`src/verilog/acs_pkg.sv`:
```
/*
 * Shared constants and types of the converter capture sequencer.
 * Assumes a single 50 MHz system clock and a synchronous, active-high reset.
 */
package acs_pkg;

    // System clock and the reference shift rate of the serial port.
    localparam int CLK_HZ            = 50_000_000;
    localparam int SCLK_REF_HZ       = 37_500_000;
    // Rounded up, so the shift clock never runs faster than the reference rate.
    localparam int SCLK_HALF_RAW     = (CLK_HZ + 2 * SCLK_REF_HZ - 1) / (2 * SCLK_REF_HZ);
    localparam int SCLK_HALF_CYC     = (SCLK_HALF_RAW < 1) ? 1 : SCLK_HALF_RAW;

    // Serial frame layout.
    localparam int FRAME_BITS        = 16;
    localparam int LEAD_HALVES       = 2;

    // Capture block size and buffer addressing.
    localparam int WORDS_PER_CHANNEL = 32768;
    localparam int CHANNEL_COUNT     = 2;
    localparam int BLOCK_WORDS       = WORDS_PER_CHANNEL * CHANNEL_COUNT;
    localparam int STORE_ADDR_W      = 17;
    localparam logic [16:0] BLOCK_WORDS_W = 17'h10000;
    localparam logic [16:0] DISCARD_ADDR  = 17'h10000;

    // Command word that asks the converter for its last result.
    localparam logic [15:0] CMD_READ_DATA = 16'hD000;

    // Receive buffer between the serial port and the capture buffer writer.
    localparam int FIFO_WIDTH        = 16;
    localparam int FIFO_DEPTH        = 32;

    // Reset and idle levels of the pins.
    localparam logic CONV_DONE_IDLE  = 1'h1;
    localparam logic FRAME_SEL_IDLE  = 1'h1;
    localparam logic SCLK_IDLE       = 1'h0;

    typedef enum logic [1:0] {
        SEQ_DISARMED,
        SEQ_CAPTURE,
        SEQ_DISCARD
    } acs_seq_state_t;

    typedef enum logic [1:0] {
        SER_IDLE,
        SER_LEAD,
        SER_SHIFT
    } acs_ser_state_t;

endpackage

```
`src/verilog/acs_stream_if.sv`:
```
/*
 * Valid/ready word stream used between the sequencer and its receive buffer.
 * Assumes both ends sit on the same clock.
 */
`timescale 1ns/10ps
interface acs_stream_if #(
    parameter int WIDTH = 16
);
    logic [WIDTH-1:0] data;
    logic             valid;
    logic             ready;

    modport src (output data, output valid, input ready);
    modport snk (input data, input valid, output ready);
endinterface
```
`src/verilog/acs_capture_sequencer.sv`:
```
/*
 * Converter capture sequencer: reacts to conversion-done edges, reads each
 * result over a clock-stop serial frame and writes a block of words into an
 * external capture buffer, then raises one completion pulse.
 * Assumes the converter runs its own triggering and channel alternation, a
 * capture buffer that takes writes on a valid/ready port, and a processor that
 * re-arms the block with a one-cycle pulse on the system clock.
 */
`timescale 1ns/10ps
// How it works
// - The converter triggers itself and alternates channels, so this block never sends a start command.
// - A block holds 32,768 words from each of the two channels.
// - The command transfer is requested only by the converter's conversion-done pin.
// - While armed, each falling edge of conversion-done loads the read command into the transmit word register.
// - Loading the transmit word register starts one frame that shifts the command out on the data line.
// - At the end of a 16-bit frame a receive-ready pulse shows the word held in the receive word register.
// - Storing is requested only by the receive-ready pulse.
// - Each received word goes to the next consecutive capture buffer location.
// - After 65,536 stored words, later words go to one discard location.
// - One completion pulse is raised per block, never per sample.
// - Serial clock, frame select, data out and data in connect to the matching converter pins.
// - Conversion-done arrives on the external event input that requests the command transfer.
// - A high-to-low change of conversion-done ends a conversion; the line idles high.
// - Frames are 16-bit clock-stop frames with data delayed one serial clock after frame start.
// - The serial clock is divided down from the system clock toward a 37.5 MHz reference rate.
module acs_capture_sequencer
    import acs_pkg::*;
(
    // Clock and reset.
    input  wire  logic                    sys_clk,
    input  wire  logic                    reset,
    // Processor control and status.
    input  wire  logic                    armCapture,
    output logic                          blockDoneIrq,
    output logic                          captureActive,
    output logic                          captureComplete,
    output logic                          sampleOverrun,
    // Converter pins.
    input  wire  logic                    conversionDone,
    output logic                          serialClockOut,
    output logic                          frameSyncOutN,
    output logic                          converterSerialIn,
    input  wire  logic                    converterSerialOut,
    // Serial port receive side.
    output logic                          receiveReady,
    output logic [FRAME_BITS-1:0]         receiveWordReg,
    // Capture buffer write port.
    output logic [STORE_ADDR_W-1:0]       memWrAddr,
    output logic [FIFO_WIDTH-1:0]         memWrData,
    output logic                          memWrEn,
    input  wire  logic                    memWrReady
);

    // Event input synchroniser and filtered level.
    logic                    cdSync1_r;
    logic                    cdSync2_r;
    logic                    cdSync3_r;
    logic                    cdLevel_r;

    // Sequencer and serial port state.
    acs_seq_state_t          seq_r;
    acs_seq_state_t          seq_nxt;
    acs_ser_state_t          ser_r;
    acs_ser_state_t          ser_nxt;
    logic [3:0]              halfCnt_r;
    logic [4:0]              bitCnt_r;
    logic                    sclk_r;
    logic                    frameSel_r;
    logic                    serialOut_r;
    logic [FRAME_BITS-1:0]   transmitWord_r;
    logic                    txPending_r;
    logic                    txPending_nxt;
    logic [FRAME_BITS-1:0]   txShift_r;
    logic [FRAME_BITS-1:0]   rxShift_r;
    logic [FRAME_BITS-1:0]   receiveWord_r;
    logic                    receiveReady_r;
    logic                    overrun_r;

    // Store side.
    logic [STORE_ADDR_W-1:0] storeCount_r;
    logic [STORE_ADDR_W-1:0] memWrAddr_r;
    logic [FIFO_WIDTH-1:0]   memWrData_r;
    logic                    memWrEn_r;
    logic                    blockDone_r;
    logic                    captureActive_r;
    logic                    captureComplete_r;

    acs_stream_if #(.WIDTH(FIFO_WIDTH)) fifoIn ();
    acs_stream_if #(.WIDTH(FIFO_WIDTH)) fifoOut ();

    function automatic logic isCapturing(input logic [STORE_ADDR_W-1:0] count);
        isCapturing = (count < BLOCK_WORDS_W);
    endfunction

    function automatic logic [STORE_ADDR_W-1:0] storeAddr(input logic [STORE_ADDR_W-1:0] count);
        storeAddr = isCapturing(count) ? count : DISCARD_ADDR;
    endfunction

    // Decoding of events and serial clock phases.
    wire armed      = (seq_r != SEQ_DISARMED);
    wire cdAgree    = (cdSync2_r == cdSync3_r);
    wire cdFall     = cdLevel_r && cdAgree && !cdSync3_r;
    wire cmdLoad    = armed && cdFall;
    wire halfTick   = (halfCnt_r == 4'(SCLK_HALF_CYC - 1));
    wire frameStart = (ser_r == SER_IDLE) && txPending_r && fifoIn.ready;
    wire leadDone   = (ser_r == SER_LEAD) && halfTick && (bitCnt_r == 5'(LEAD_HALVES - 1));
    wire riseTick   = (ser_r == SER_SHIFT) && halfTick && !sclk_r;
    wire fallTick   = (ser_r == SER_SHIFT) && halfTick && sclk_r;
    wire lastBit    = (bitCnt_r == 5'(FRAME_BITS - 1));
    wire frameEnd   = fallTick && lastBit;
    wire storeTake  = fifoOut.valid && fifoOut.ready;
    wire blockLast  = storeTake && (seq_r == SEQ_CAPTURE) && (storeCount_r == BLOCK_WORDS_W - 1'h1);

    assign fifoIn.data   = receiveWord_r;
    assign fifoIn.valid  = receiveReady_r;
    // The writer drains while no write is waiting or the buffer port accepts, so a slow port backs up into frame starts.
    assign fifoOut.ready = !memWrEn_r || memWrReady;

    assign serialClockOut    = sclk_r;
    assign frameSyncOutN     = frameSel_r;
    assign converterSerialIn = serialOut_r;
    assign receiveReady      = receiveReady_r;
    assign receiveWordReg    = receiveWord_r;
    assign memWrAddr         = memWrAddr_r;
    assign memWrData         = memWrData_r;
    assign memWrEn           = memWrEn_r;
    assign blockDoneIrq      = blockDone_r;
    assign captureActive     = captureActive_r;
    assign captureComplete   = captureComplete_r;
    assign sampleOverrun     = overrun_r;

    acs_fifo #(
        .WIDTH (FIFO_WIDTH),
        .DEPTH (FIFO_DEPTH)
    ) u_fifo (
        .clk     (sys_clk),
        .reset   (reset),
        .flush   (armCapture),
        .inPort  (fifoIn),
        .outPort (fifoOut)
    );

    always_ff @(posedge sys_clk) begin
        if (reset) begin
            cdSync1_r <= CONV_DONE_IDLE;
            cdSync2_r <= CONV_DONE_IDLE;
            cdSync3_r <= CONV_DONE_IDLE;
        end else begin
            cdSync1_r <= conversionDone;
            cdSync2_r <= cdSync1_r;
            cdSync3_r <= cdSync2_r;
        end
    end

    always_ff @(posedge sys_clk) begin
        if (reset) begin
            cdLevel_r <= CONV_DONE_IDLE;
        end else if (cdAgree) begin
            cdLevel_r <= cdSync3_r;
        end
    end

    always_comb begin
        seq_nxt = seq_r;
        case (seq_r)
            SEQ_DISARMED: begin
                if (armCapture) begin
                    seq_nxt = SEQ_CAPTURE;
                end
            end
            SEQ_CAPTURE: begin
                if (armCapture) begin
                    seq_nxt = SEQ_CAPTURE;
                end else if (blockLast) begin
                    seq_nxt = SEQ_DISCARD;
                end
            end
            SEQ_DISCARD: begin
                if (armCapture) begin
                    seq_nxt = SEQ_CAPTURE;
                end
            end
            default: begin
                seq_nxt = SEQ_DISARMED;
            end
        endcase
    end

    always_ff @(posedge sys_clk) begin
        if (reset) begin
            seq_r             <= SEQ_DISARMED;
            captureActive_r   <= 1'h0;
            captureComplete_r <= 1'h0;
        end else begin
            seq_r             <= seq_nxt;
            captureActive_r   <= (seq_nxt == SEQ_CAPTURE);
            captureComplete_r <= (seq_nxt == SEQ_DISCARD);
        end
    end

    always_comb begin
        ser_nxt = ser_r;
        case (ser_r)
            SER_IDLE: begin
                if (frameStart) begin
                    ser_nxt = SER_LEAD;
                end
            end
            SER_LEAD: begin
                if (leadDone) begin
                    ser_nxt = SER_SHIFT;
                end
            end
            SER_SHIFT: begin
                if (frameEnd) begin
                    ser_nxt = SER_IDLE;
                end
            end
            default: begin
                ser_nxt = SER_IDLE;
            end
        endcase
    end

    always_ff @(posedge sys_clk) begin
        if (reset) begin
            ser_r <= SER_IDLE;
        end else begin
            ser_r <= ser_nxt;
        end
    end

    always_ff @(posedge sys_clk) begin
        if (reset || ser_r == SER_IDLE || halfTick) begin
            halfCnt_r <= 4'h0;
        end else begin
            halfCnt_r <= halfCnt_r + 4'h1;
        end
    end

    always_ff @(posedge sys_clk) begin
        if (reset || frameStart || leadDone) begin
            bitCnt_r <= 5'h00;
        end else if ((ser_r == SER_LEAD && halfTick) || fallTick) begin
            bitCnt_r <= bitCnt_r + 5'h01;
        end
    end

    always_ff @(posedge sys_clk) begin
        if (reset) begin
            sclk_r <= SCLK_IDLE;
        end else if (riseTick) begin
            sclk_r <= 1'h1;
        end else if (fallTick) begin
            sclk_r <= SCLK_IDLE;
        end
    end

    always_ff @(posedge sys_clk) begin
        if (reset) begin
            frameSel_r <= FRAME_SEL_IDLE;
        end else if (frameStart) begin
            frameSel_r <= 1'h0;
        end else if (frameEnd) begin
            frameSel_r <= FRAME_SEL_IDLE;
        end
    end

    always_ff @(posedge sys_clk) begin
        if (reset) begin
            transmitWord_r <= 16'h0000;
        end else if (cmdLoad) begin
            transmitWord_r <= CMD_READ_DATA;
        end
    end

    // A new edge in the same cycle as a frame start keeps the request pending.
    assign txPending_nxt = cmdLoad || (txPending_r && !frameStart && !armCapture);

    always_ff @(posedge sys_clk) begin
        if (reset) begin
            txPending_r <= 1'h0;
        end else begin
            txPending_r <= txPending_nxt;
        end
    end

    // An edge that finds an unsent command means a conversion result was skipped.
    always_ff @(posedge sys_clk) begin
        if (reset) begin
            overrun_r <= 1'h0;
        end else if (cmdLoad && txPending_r && !frameStart) begin
            overrun_r <= 1'h1;
        end else if (armCapture) begin
            overrun_r <= 1'h0;
        end
    end

    always_ff @(posedge sys_clk) begin
        if (reset) begin
            txShift_r   <= 16'h0000;
            serialOut_r <= 1'h0;
        end else if (frameStart) begin
            txShift_r   <= transmitWord_r;
            serialOut_r <= transmitWord_r[FRAME_BITS-1];
        end else if (fallTick) begin
            txShift_r   <= {txShift_r[FRAME_BITS-2:0], 1'h0};
            serialOut_r <= lastBit ? 1'h0 : txShift_r[FRAME_BITS-2];
        end
    end

    // The converter changes its data on the falling edge, so it is taken on the rising one.
    always_ff @(posedge sys_clk) begin
        if (reset) begin
            rxShift_r <= 16'h0000;
        end else if (riseTick) begin
            rxShift_r <= {rxShift_r[FRAME_BITS-2:0], converterSerialOut};
        end
    end

    always_ff @(posedge sys_clk) begin
        if (reset) begin
            receiveWord_r  <= 16'h0000;
            receiveReady_r <= 1'h0;
        end else begin
            receiveWord_r  <= frameEnd ? rxShift_r : receiveWord_r;
            receiveReady_r <= frameEnd;
        end
    end

    always_ff @(posedge sys_clk) begin
        if (reset || armCapture) begin
            storeCount_r <= 17'h00000;
        end else if (storeTake && isCapturing(storeCount_r)) begin
            storeCount_r <= storeCount_r + 17'h00001;
        end
    end

    always_ff @(posedge sys_clk) begin
        if (storeTake) begin
            memWrAddr_r <= storeAddr(storeCount_r);
            memWrData_r <= fifoOut.data;
        end
    end

    always_ff @(posedge sys_clk) begin
        if (reset) begin
            memWrEn_r <= 1'h0;
        end else if (storeTake) begin
            memWrEn_r <= 1'h1;
        end else if (memWrReady) begin
            memWrEn_r <= 1'h0;
        end
    end

    always_ff @(posedge sys_clk) begin
        if (reset) begin
            blockDone_r <= 1'h0;
        end else begin
            blockDone_r <= blockLast;
        end
    end

endmodule

```
`src/verilog/acs_fifo.sv`:
```
/*
 * Receive buffer: a first-in first-out store with a registered output stage.
 * Assumes one clock, a synchronous reset and a one-cycle flush from the owner.
 */
`timescale 1ns/10ps
module acs_fifo #(
    parameter int WIDTH = 16,
    parameter int DEPTH = 32
) (
    // Clock and reset.
    input  wire logic clk,
    input  wire logic reset,
    input  wire logic flush,
    // Stream in and out.
    acs_stream_if.snk inPort,
    acs_stream_if.src outPort
);
    localparam int AW = $clog2(DEPTH);

    logic [WIDTH-1:0] mem [DEPTH];
    logic [AW-1:0]    wrPtr_r;
    logic [AW-1:0]    rdPtr_r;
    logic [AW:0]      count_r;
    logic [AW:0]      count_nxt;
    logic             outValid_r;
    logic [WIDTH-1:0] outData_r;

    wire push = inPort.valid && inPort.ready;
    wire pop  = (count_r != '0) && (!outValid_r || outPort.ready);

    assign inPort.ready  = (count_r != (AW+1)'(DEPTH));
    assign outPort.valid = outValid_r;
    assign outPort.data  = outData_r;

    always_comb begin
        count_nxt = count_r;
        if (push && !pop) begin
            count_nxt = count_r + 1'h1;
        end else if (pop && !push) begin
            count_nxt = count_r - 1'h1;
        end
    end

    always_ff @(posedge clk) begin
        if (push) begin
            mem[wrPtr_r] <= inPort.data;
        end
    end

    always_ff @(posedge clk) begin
        if (reset || flush) begin
            wrPtr_r <= '0;
            rdPtr_r <= '0;
            count_r <= '0;
        end else begin
            wrPtr_r <= push ? wrPtr_r + 1'h1 : wrPtr_r;
            rdPtr_r <= pop ? rdPtr_r + 1'h1 : rdPtr_r;
            count_r <= count_nxt;
        end
    end

    always_ff @(posedge clk) begin
        if (reset || flush) begin
            outValid_r <= 1'h0;
        end else if (pop) begin
            outValid_r <= 1'h1;
        end else if (outPort.ready) begin
            outValid_r <= 1'h0;
        end
    end

    always_ff @(posedge clk) begin
        if (pop) begin
            outData_r <= mem[rdPtr_r];
        end
    end

endmodule

```
`config.mk`:
```
export PLATFORM = sky130hd
export DESIGN_NAME = acs_capture_sequencer
export DESIGN_NICKNAME = d
export VERILOG_FILES = /design/src/verilog/acs_pkg.sv /design/src/verilog/acs_stream_if.sv /design/src/verilog/acs_capture_sequencer.sv /design/src/verilog/acs_fifo.sv
export SDC_FILE = /design/constraint.sdc
export NUM_CORES = 1
export LEC_CHECK = 0
export BUFFER_PORTS_ARGS = -buffer_cell sky130_fd_sc_hd__buf_2
export CELL_PAD_IN_SITES_DETAIL_PLACEMENT = 0
export CELL_PAD_IN_SITES_GLOBAL_PLACEMENT = 1
export CORE_MARGIN = 2
export CORE_UTILIZATION = 45
export DETAILED_ROUTE_END_ITERATION = 10
export PLACE_DENSITY_LB_ADDON = 0.1
export SLEW_MARGIN = 20
export SYNTH_ARGS = -nofsm -noshare
export SYNTH_HDL_FRONTEND = slang
export SYNTH_SLANG_ARGS = --single-unit
```
`constraint.sdc`:
```
create_clock -name sys_clk -period 4.2 [get_ports sys_clk]
set_input_delay 0.42 -clock sys_clk [delete_from_list [all_inputs] [get_ports sys_clk]]
set_output_delay 0.42 -clock sys_clk [all_outputs]
set_load 0.01 [all_outputs]
```
# After elaboration in Yosys (flattened, before gate mapping)
# Memories as Yosys holds them, arrays and structs flattened. A register that Yosys moved wholly into a read port is not among the register bits.
# Index checks and enable logic that the tools add are counted.
[word_totals]
regBits = 142
mem_bits_rw = 512
out_inout_bits = 58
in_bits = 6
n_memories = 1
[memory_table]
columns = ["memory", "words", "width", "rd", "rd_clocked_by_memory_dff", "wr", "line", "rtl"]
rows = [
  ["u_fifo.mem", 32, 16, 1, 1, 1, "acs_fifo.sv:20", "logic [WIDTH-1:0] mem [DEPTH];"],
]
[classes]
add_sub_neg = 7
n_lt_le_gt_ge = 1
muxes = 27
reduce_logical = 54
n_eq_ne = 14
[ops]
columns = ["operator", "count"]
rows = [
  ["15-bit 2-to-1 mux", 2],
  ["1-bit logical AND", 23],
  ["17-bit by 1-bit adder with 17-bit output, second input constant", 1],
  ["17-bit by 16-bit == test with 1-bit output, second input constant", 1],
  ["17-bit < comparator, second input constant", 1],
  ["2-bit nonzero test", 8],
  ["5-bit by 1-bit adder with 5-bit output, second input constant", 3],
  ["1-bit 2-to-1 mux", 15],
  ["2-bit 2-to-1 mux", 6],
  ["6-bit 2-to-1 mux", 2],
  ["1-bit logical OR", 9],
  ["1-bit logical NOT", 8],
  ["6-bit by 1-bit adder with 6-bit output, second input constant", 1],
  ["2-bit by 1-bit == test with 1-bit output, second input constant", 3],
  ["2-bit == test, second input constant", 3],
  ["2-bit inequality test, second input constant", 3],
  ["6-bit inequality test, second input constant", 1],
  ["2-bit one-hot mux with 3 select lines", 1],
  ["6-bit nonzero test", 1],
  ["6-bit by 1-bit subtractor with 6-bit output, second input constant", 1],
  ["5-bit by 1-bit == test with 1-bit output, second input constant", 1],
  ["5-bit by 4-bit == test with 1-bit output, second input constant", 1],
  ["4-bit by 1-bit adder with 4-bit output, second input constant", 1],
  ["2-bit logical NOT", 2],
  ["5 further kinds", 5],
]

# Logic depth before layout (Yosys ltp)
[depth]
word_depth = 9
depth_mapped = 11
depth_no_buf = 9

# Hierarchy
# Synthesis repeated with hierarchy kept, for this count alone.
[unflattened]
cells_unflattened = 1436
hier_area_um2 = 25389.4
[by_module_without_submodules]
columns = ["mod", "n_inst", "cells_each", "area_each_um2"]
rows = [
  ["acs_fifo", 1, 1012, 21087.7],
  ["acs_capture_sequencer", 1, 424, 4301.6],
]

# Worst setup path before layout
# No wires, ideal clock.
[synth_timing]
kind = "register to register"
from = "register u_fifo.count_r[0]"
to = "register u_fifo.count_r[4]"
setup_slack_ns = 1.285
required_time_ns = 4.084
t_arrival_ns = 2.798
period_less_slack_ns = 2.915
setup_ns = 0.116
path_stages_with_launch = 12
path_cell_list = "dfxtp_1 or4_1 buf_6 o31a_1 buf_2 ha_1 inv_1 ha_1 nor2b_1 o21a_1 or3_1 a31o_2"
[synth_between]
elab_chain_len = 5
elab_cells_between_ends = 13
classes_between = "add/sub (2); eq/ne (1); mux (2); reduce/logical (8)"
[synth_lines]
columns = ["element", "line", "rtl"]
rows = [
  ["from (decl)", "acs_fifo.sv:23", "logic [AW:0] count_r;"],
  ["from (signal assigned)", "acs_fifo.sv:58", "count_r <= count_nxt;"],
  ["6-bit inequality test (*)", "acs_fifo.sv:31", "assign inPort.ready = (count_r != (AW+1)'(DEPTH));"],
  ["1-bit logical AND (*)", "acs_fifo.sv:28", "wire push = inPort.valid && inPort.ready;"],
  ["named net u_fifo.push", "acs_fifo.sv:28", ""],
  ["1-bit logical NOT", "acs_fifo.sv:39", "end else if (pop && !push) begin"],
  ["1-bit logical AND", "acs_fifo.sv:39", ""],
  ["2-bit nonzero test (no line)", "n/a", ""],
]
# Mark *: on every way through the listed nets, which the timed path passes. The rest lies on a longest branch. The select of a mux whose other input is x is not followed.
# A chain may end at the register's enable or synchronous reset.

# Worst setup path after layout
[layout_timing]
from = "register u_fifo.count_r[0]"
to = "register u_fifo.count_r[5]"
[layout_between]
elab_chain_len = 5
elab_cells_between_ends = 13
classes_between = "add/sub (2); eq/ne (1); mux (2); reduce/logical (8)"
[layout_lines]
columns = ["element"]
rows = [
  ["parallel branches: the longest is 5 deep, another holds 6-bit by 1-bit subtractor with 6-bit output"],
]
# Several ways; the timed one is not identified. The select of a mux whose other input is x is not followed.

==> flow_summary.toml <==
[run_status]
status = "finished clean"

[floorplan]
core-area_sq_mm = 0.0553
chipHeight_um = 241
die_area_sq_mm = 0.0580
die_w_um = 241
rows = 86
pin_count = 64
initial_core_util_pct = 45.7

[setup_path]
cp_cell_sequence = "or4_1 -> o31ai_4 -> ha_1 -> inv_1 -> ha_1 -> a211oi_1 -> o21ai_0 -> a31o_2 -> a21oi_1"
path_class = "reg -> reg"
cp-start-kind = "flop"
slowest_delay_ps = 780
cp_num_buf_inv = 1
cp_max_fo = 8
slowest_stage = "or4_1"
crit_arrival_ps = 3840
critPathMostFrequentCell = "ha_1"
critPathTopFamily = "compound AO/OA/AOI/OAI gates"
crit_path_end_kind = "flop"
required_ps = 4700

[clocking]
numCtsBuffers = 71
cts_resized = 0
clk_latency_ps = 600
hold_buffers = 1
clkSinkCount = 658
clk_path_buf_depth = 3
cts_root_buffer = "clkbuf_16"
postCtsSetupBuffers = 0
h-tree-depth = 3
clkTransAtPathRegs_ps = 60
cts_tree = "built"

[final_layout]
fillers = 4526
layout_commonest_cell = "edfxtp_1"
n_antenna_cell = 0
mostFrequentLayoutCells = "edfxtp_1 (561), mux4_2 (96), a21oi_1 (92), dfxtp_1 (92), buf_4 (74)"
drive_gt1_share_pct = 21.5
syn_to_final_growth_pct = 14.4
stdcell_area_sq_mm = 0.0289
num-nets-final = 1594

[synth]
synth.area.top_cells = "edfxtp_1 (67%), mux4_2 (8.6%), dfxtp_1 (7.7%), mux2i_1 (2.7%), a21oi_1 (1.8%)"
avgSynthCellArea_sq_um = 17.6
yosysTopAreaCellShare_pct = 66.7
synth_area_sq_mm = 0.0253
ys_types = 62
ys_warn_count = 0
seq_area_frac_synth_pct = 74.4
ys.flop_type = "edfxtp_1"
synth_cells = 1434
async_reset_ff_share_pct = 0
synth.largest_area_cell = "edfxtp_1"
synth-edff-count = 561
ys_seq_elements = 658
synth_fp_nets = 1458

[flow_run]
cap_violations = 0

[global_route]
grt_pass1_wl_um = 87700
grt-busiest-layer = "met2"
globalRouteTotalUtil_pct = 20.9
met3_usage_pct = 3.01
grt_pass1_vias = 13400
use_met1_pct = 29.6
grt-ovfl-total = 0
global_route.usage.met2_pct = 33.8
antenna_found_initial = 0
grt_max_degree = 55

[hold_path]
min_path_type = "in -> reg"

[routing]
drt_iter0_drc = 1338
vias_per_cell = 5.62
ant_nets = 0
post_drt_wl_per_cell_um = 25.0
dr_total_vias = 13300
first_pass_iters = 5
post-route-drc-count = 0
wl_um = 59300

[power]
finalPower_mw = 14.7
p_leak_nw = 9.28
irDropWorstVdd_mv = 0.274
pwr_density_cell_mw_per_mm2 = 508

[timing]
fin_setup_tns_ps = 0
slew_viol_final = 0
rsz0062_at_grt = "false"
fmax_mhz = 299
fin_crit_ps = 3340
worstMarginPinSlew_ps = 1130
max-slew-margin-rel_pct = 24.5
hold_violations = 0
clock_skew_ps = 23.1
fin_crit_sh_pct = 79.6
finalSetupViolCount = 0

[placement]
dp_hpwl_um = 35500
place.gp.congestion = 0.751
place_area_sq_mm = 0.0267
portBuffers = 63
==> per-stage QoR <==
stage | instances | util [%] | hold slack (ps) | setup WS, ps
global placement | 2244 | 48.3 | 395 | 960
finish | 2369 | 52.2 | 92.2 | 858
detailed placement | 2244 | 48.3 | 398 | 873
CTS | 2369 | 52.2 | 70.1 | 860
floorplan | 1434 | - | 389 | 1290
global route | 2369 | 52.2 | 97.1 | 645
==> cells in the mapped netlist, types with 17 or more instances <==
cell      instances
edfxtp_1        561
nand2_1          67
nor2b_1          20
ha_1             17
inv_1            21
a22oi_1          22
a21oi_1          92
buf_2            18
mux4_2           96
nor2_1           70
o221ai_1         19
nand3_1          35
o21ai_0          20
dfxtp_1          97
clkbuf_1         40
mux2i_1          69
or3_1            18
==> path summary, 6_finish.rpt <==
check | start | to | slack (ps) | cells past startpoint
worst max register to register | u_fifo.count_r[0] | u_fifo.count_r[5] | 860 | 9
worst min-delay path | converterSerialOut | rxShift_r[0] | 90 | 3
worst min register to register | cdSync1_r | cdSync2_r | 400 | 1
worst max-delay path | u_fifo.count_r[0] | u_fifo.count_r[5] | 860 | 9
==> cell type report <==
class	count	area (sq um)	area share, %
sequential	658	18800	65.1
multi-input combinational	679	6020	20.9
clock buffer	92	1900	6.57
tap	748	936	3.24
timing repair buffer	139	901	3.12
clock inverter	32	248	0.858
inverter	21	78.8	0.273
==> power by group <==
group | total (mW) | switching (mW) | internal (mW)
Clock | 5.82 | 2.45 | 3.37
Sequential | 7.44 | 0.144 | 7.30
Combinational | 1.42 | 0.815 | 0.605
Total | 14.7 | 3.41 | 11.3
==> cells by family (layout without fill, tap and decap cells) <==
group                      Yosys count  after routing  share of synthesized area, %
and+or+nand+nor                    260            260                          5.10
AOI/OAI and AO/OA                  222            222                          5.95
buffers and inverters               97            284                          1.86
adders and majority gates           18             18                         0.921
DFF                                658            658                          74.4
xor gates and xnor gates            13             13                         0.451
muxes                              166            166                          11.3
==> worst register-to-register path, delay by kind of cell (launching register included) <==
kind | cells | cell delay [ps]
AO/OA/AOI/OAI | 5 | 1340
AND/OR/NAND/NOR | 1 | 780
adder cells (fa/ha/maj) | 2 | 660
flip-flops | 1 | 350
buffers and inverters | 1 | 140
==> metal layers <==
metal	vias to the layer above	share of wire [%]
met4	0	2.0
met5	-	0
met2	336	48
li1	5986	-
met3	73	5.2
met1	6920	44
==> flip-flops by register name, summed over array words and instances (netlist names), 2 cells and up <==
signal / flops
memWrAddr: 17
txShift_r: 3
bitCnt_r: 5
seq_r: 2
halfCnt_r: 4
memWrData: 16
rxShift_r: 16
storeCount_r: 17
u_fifo.rdPtr_r: 5
u_fifo.count_r: 6
u_fifo.outPort.data: 16
u_fifo.wrPtr_r: 5
u_fifo.mem: 512
ser_r: 2
receiveWordReg: 16
(Power assumes the default switching activity.)
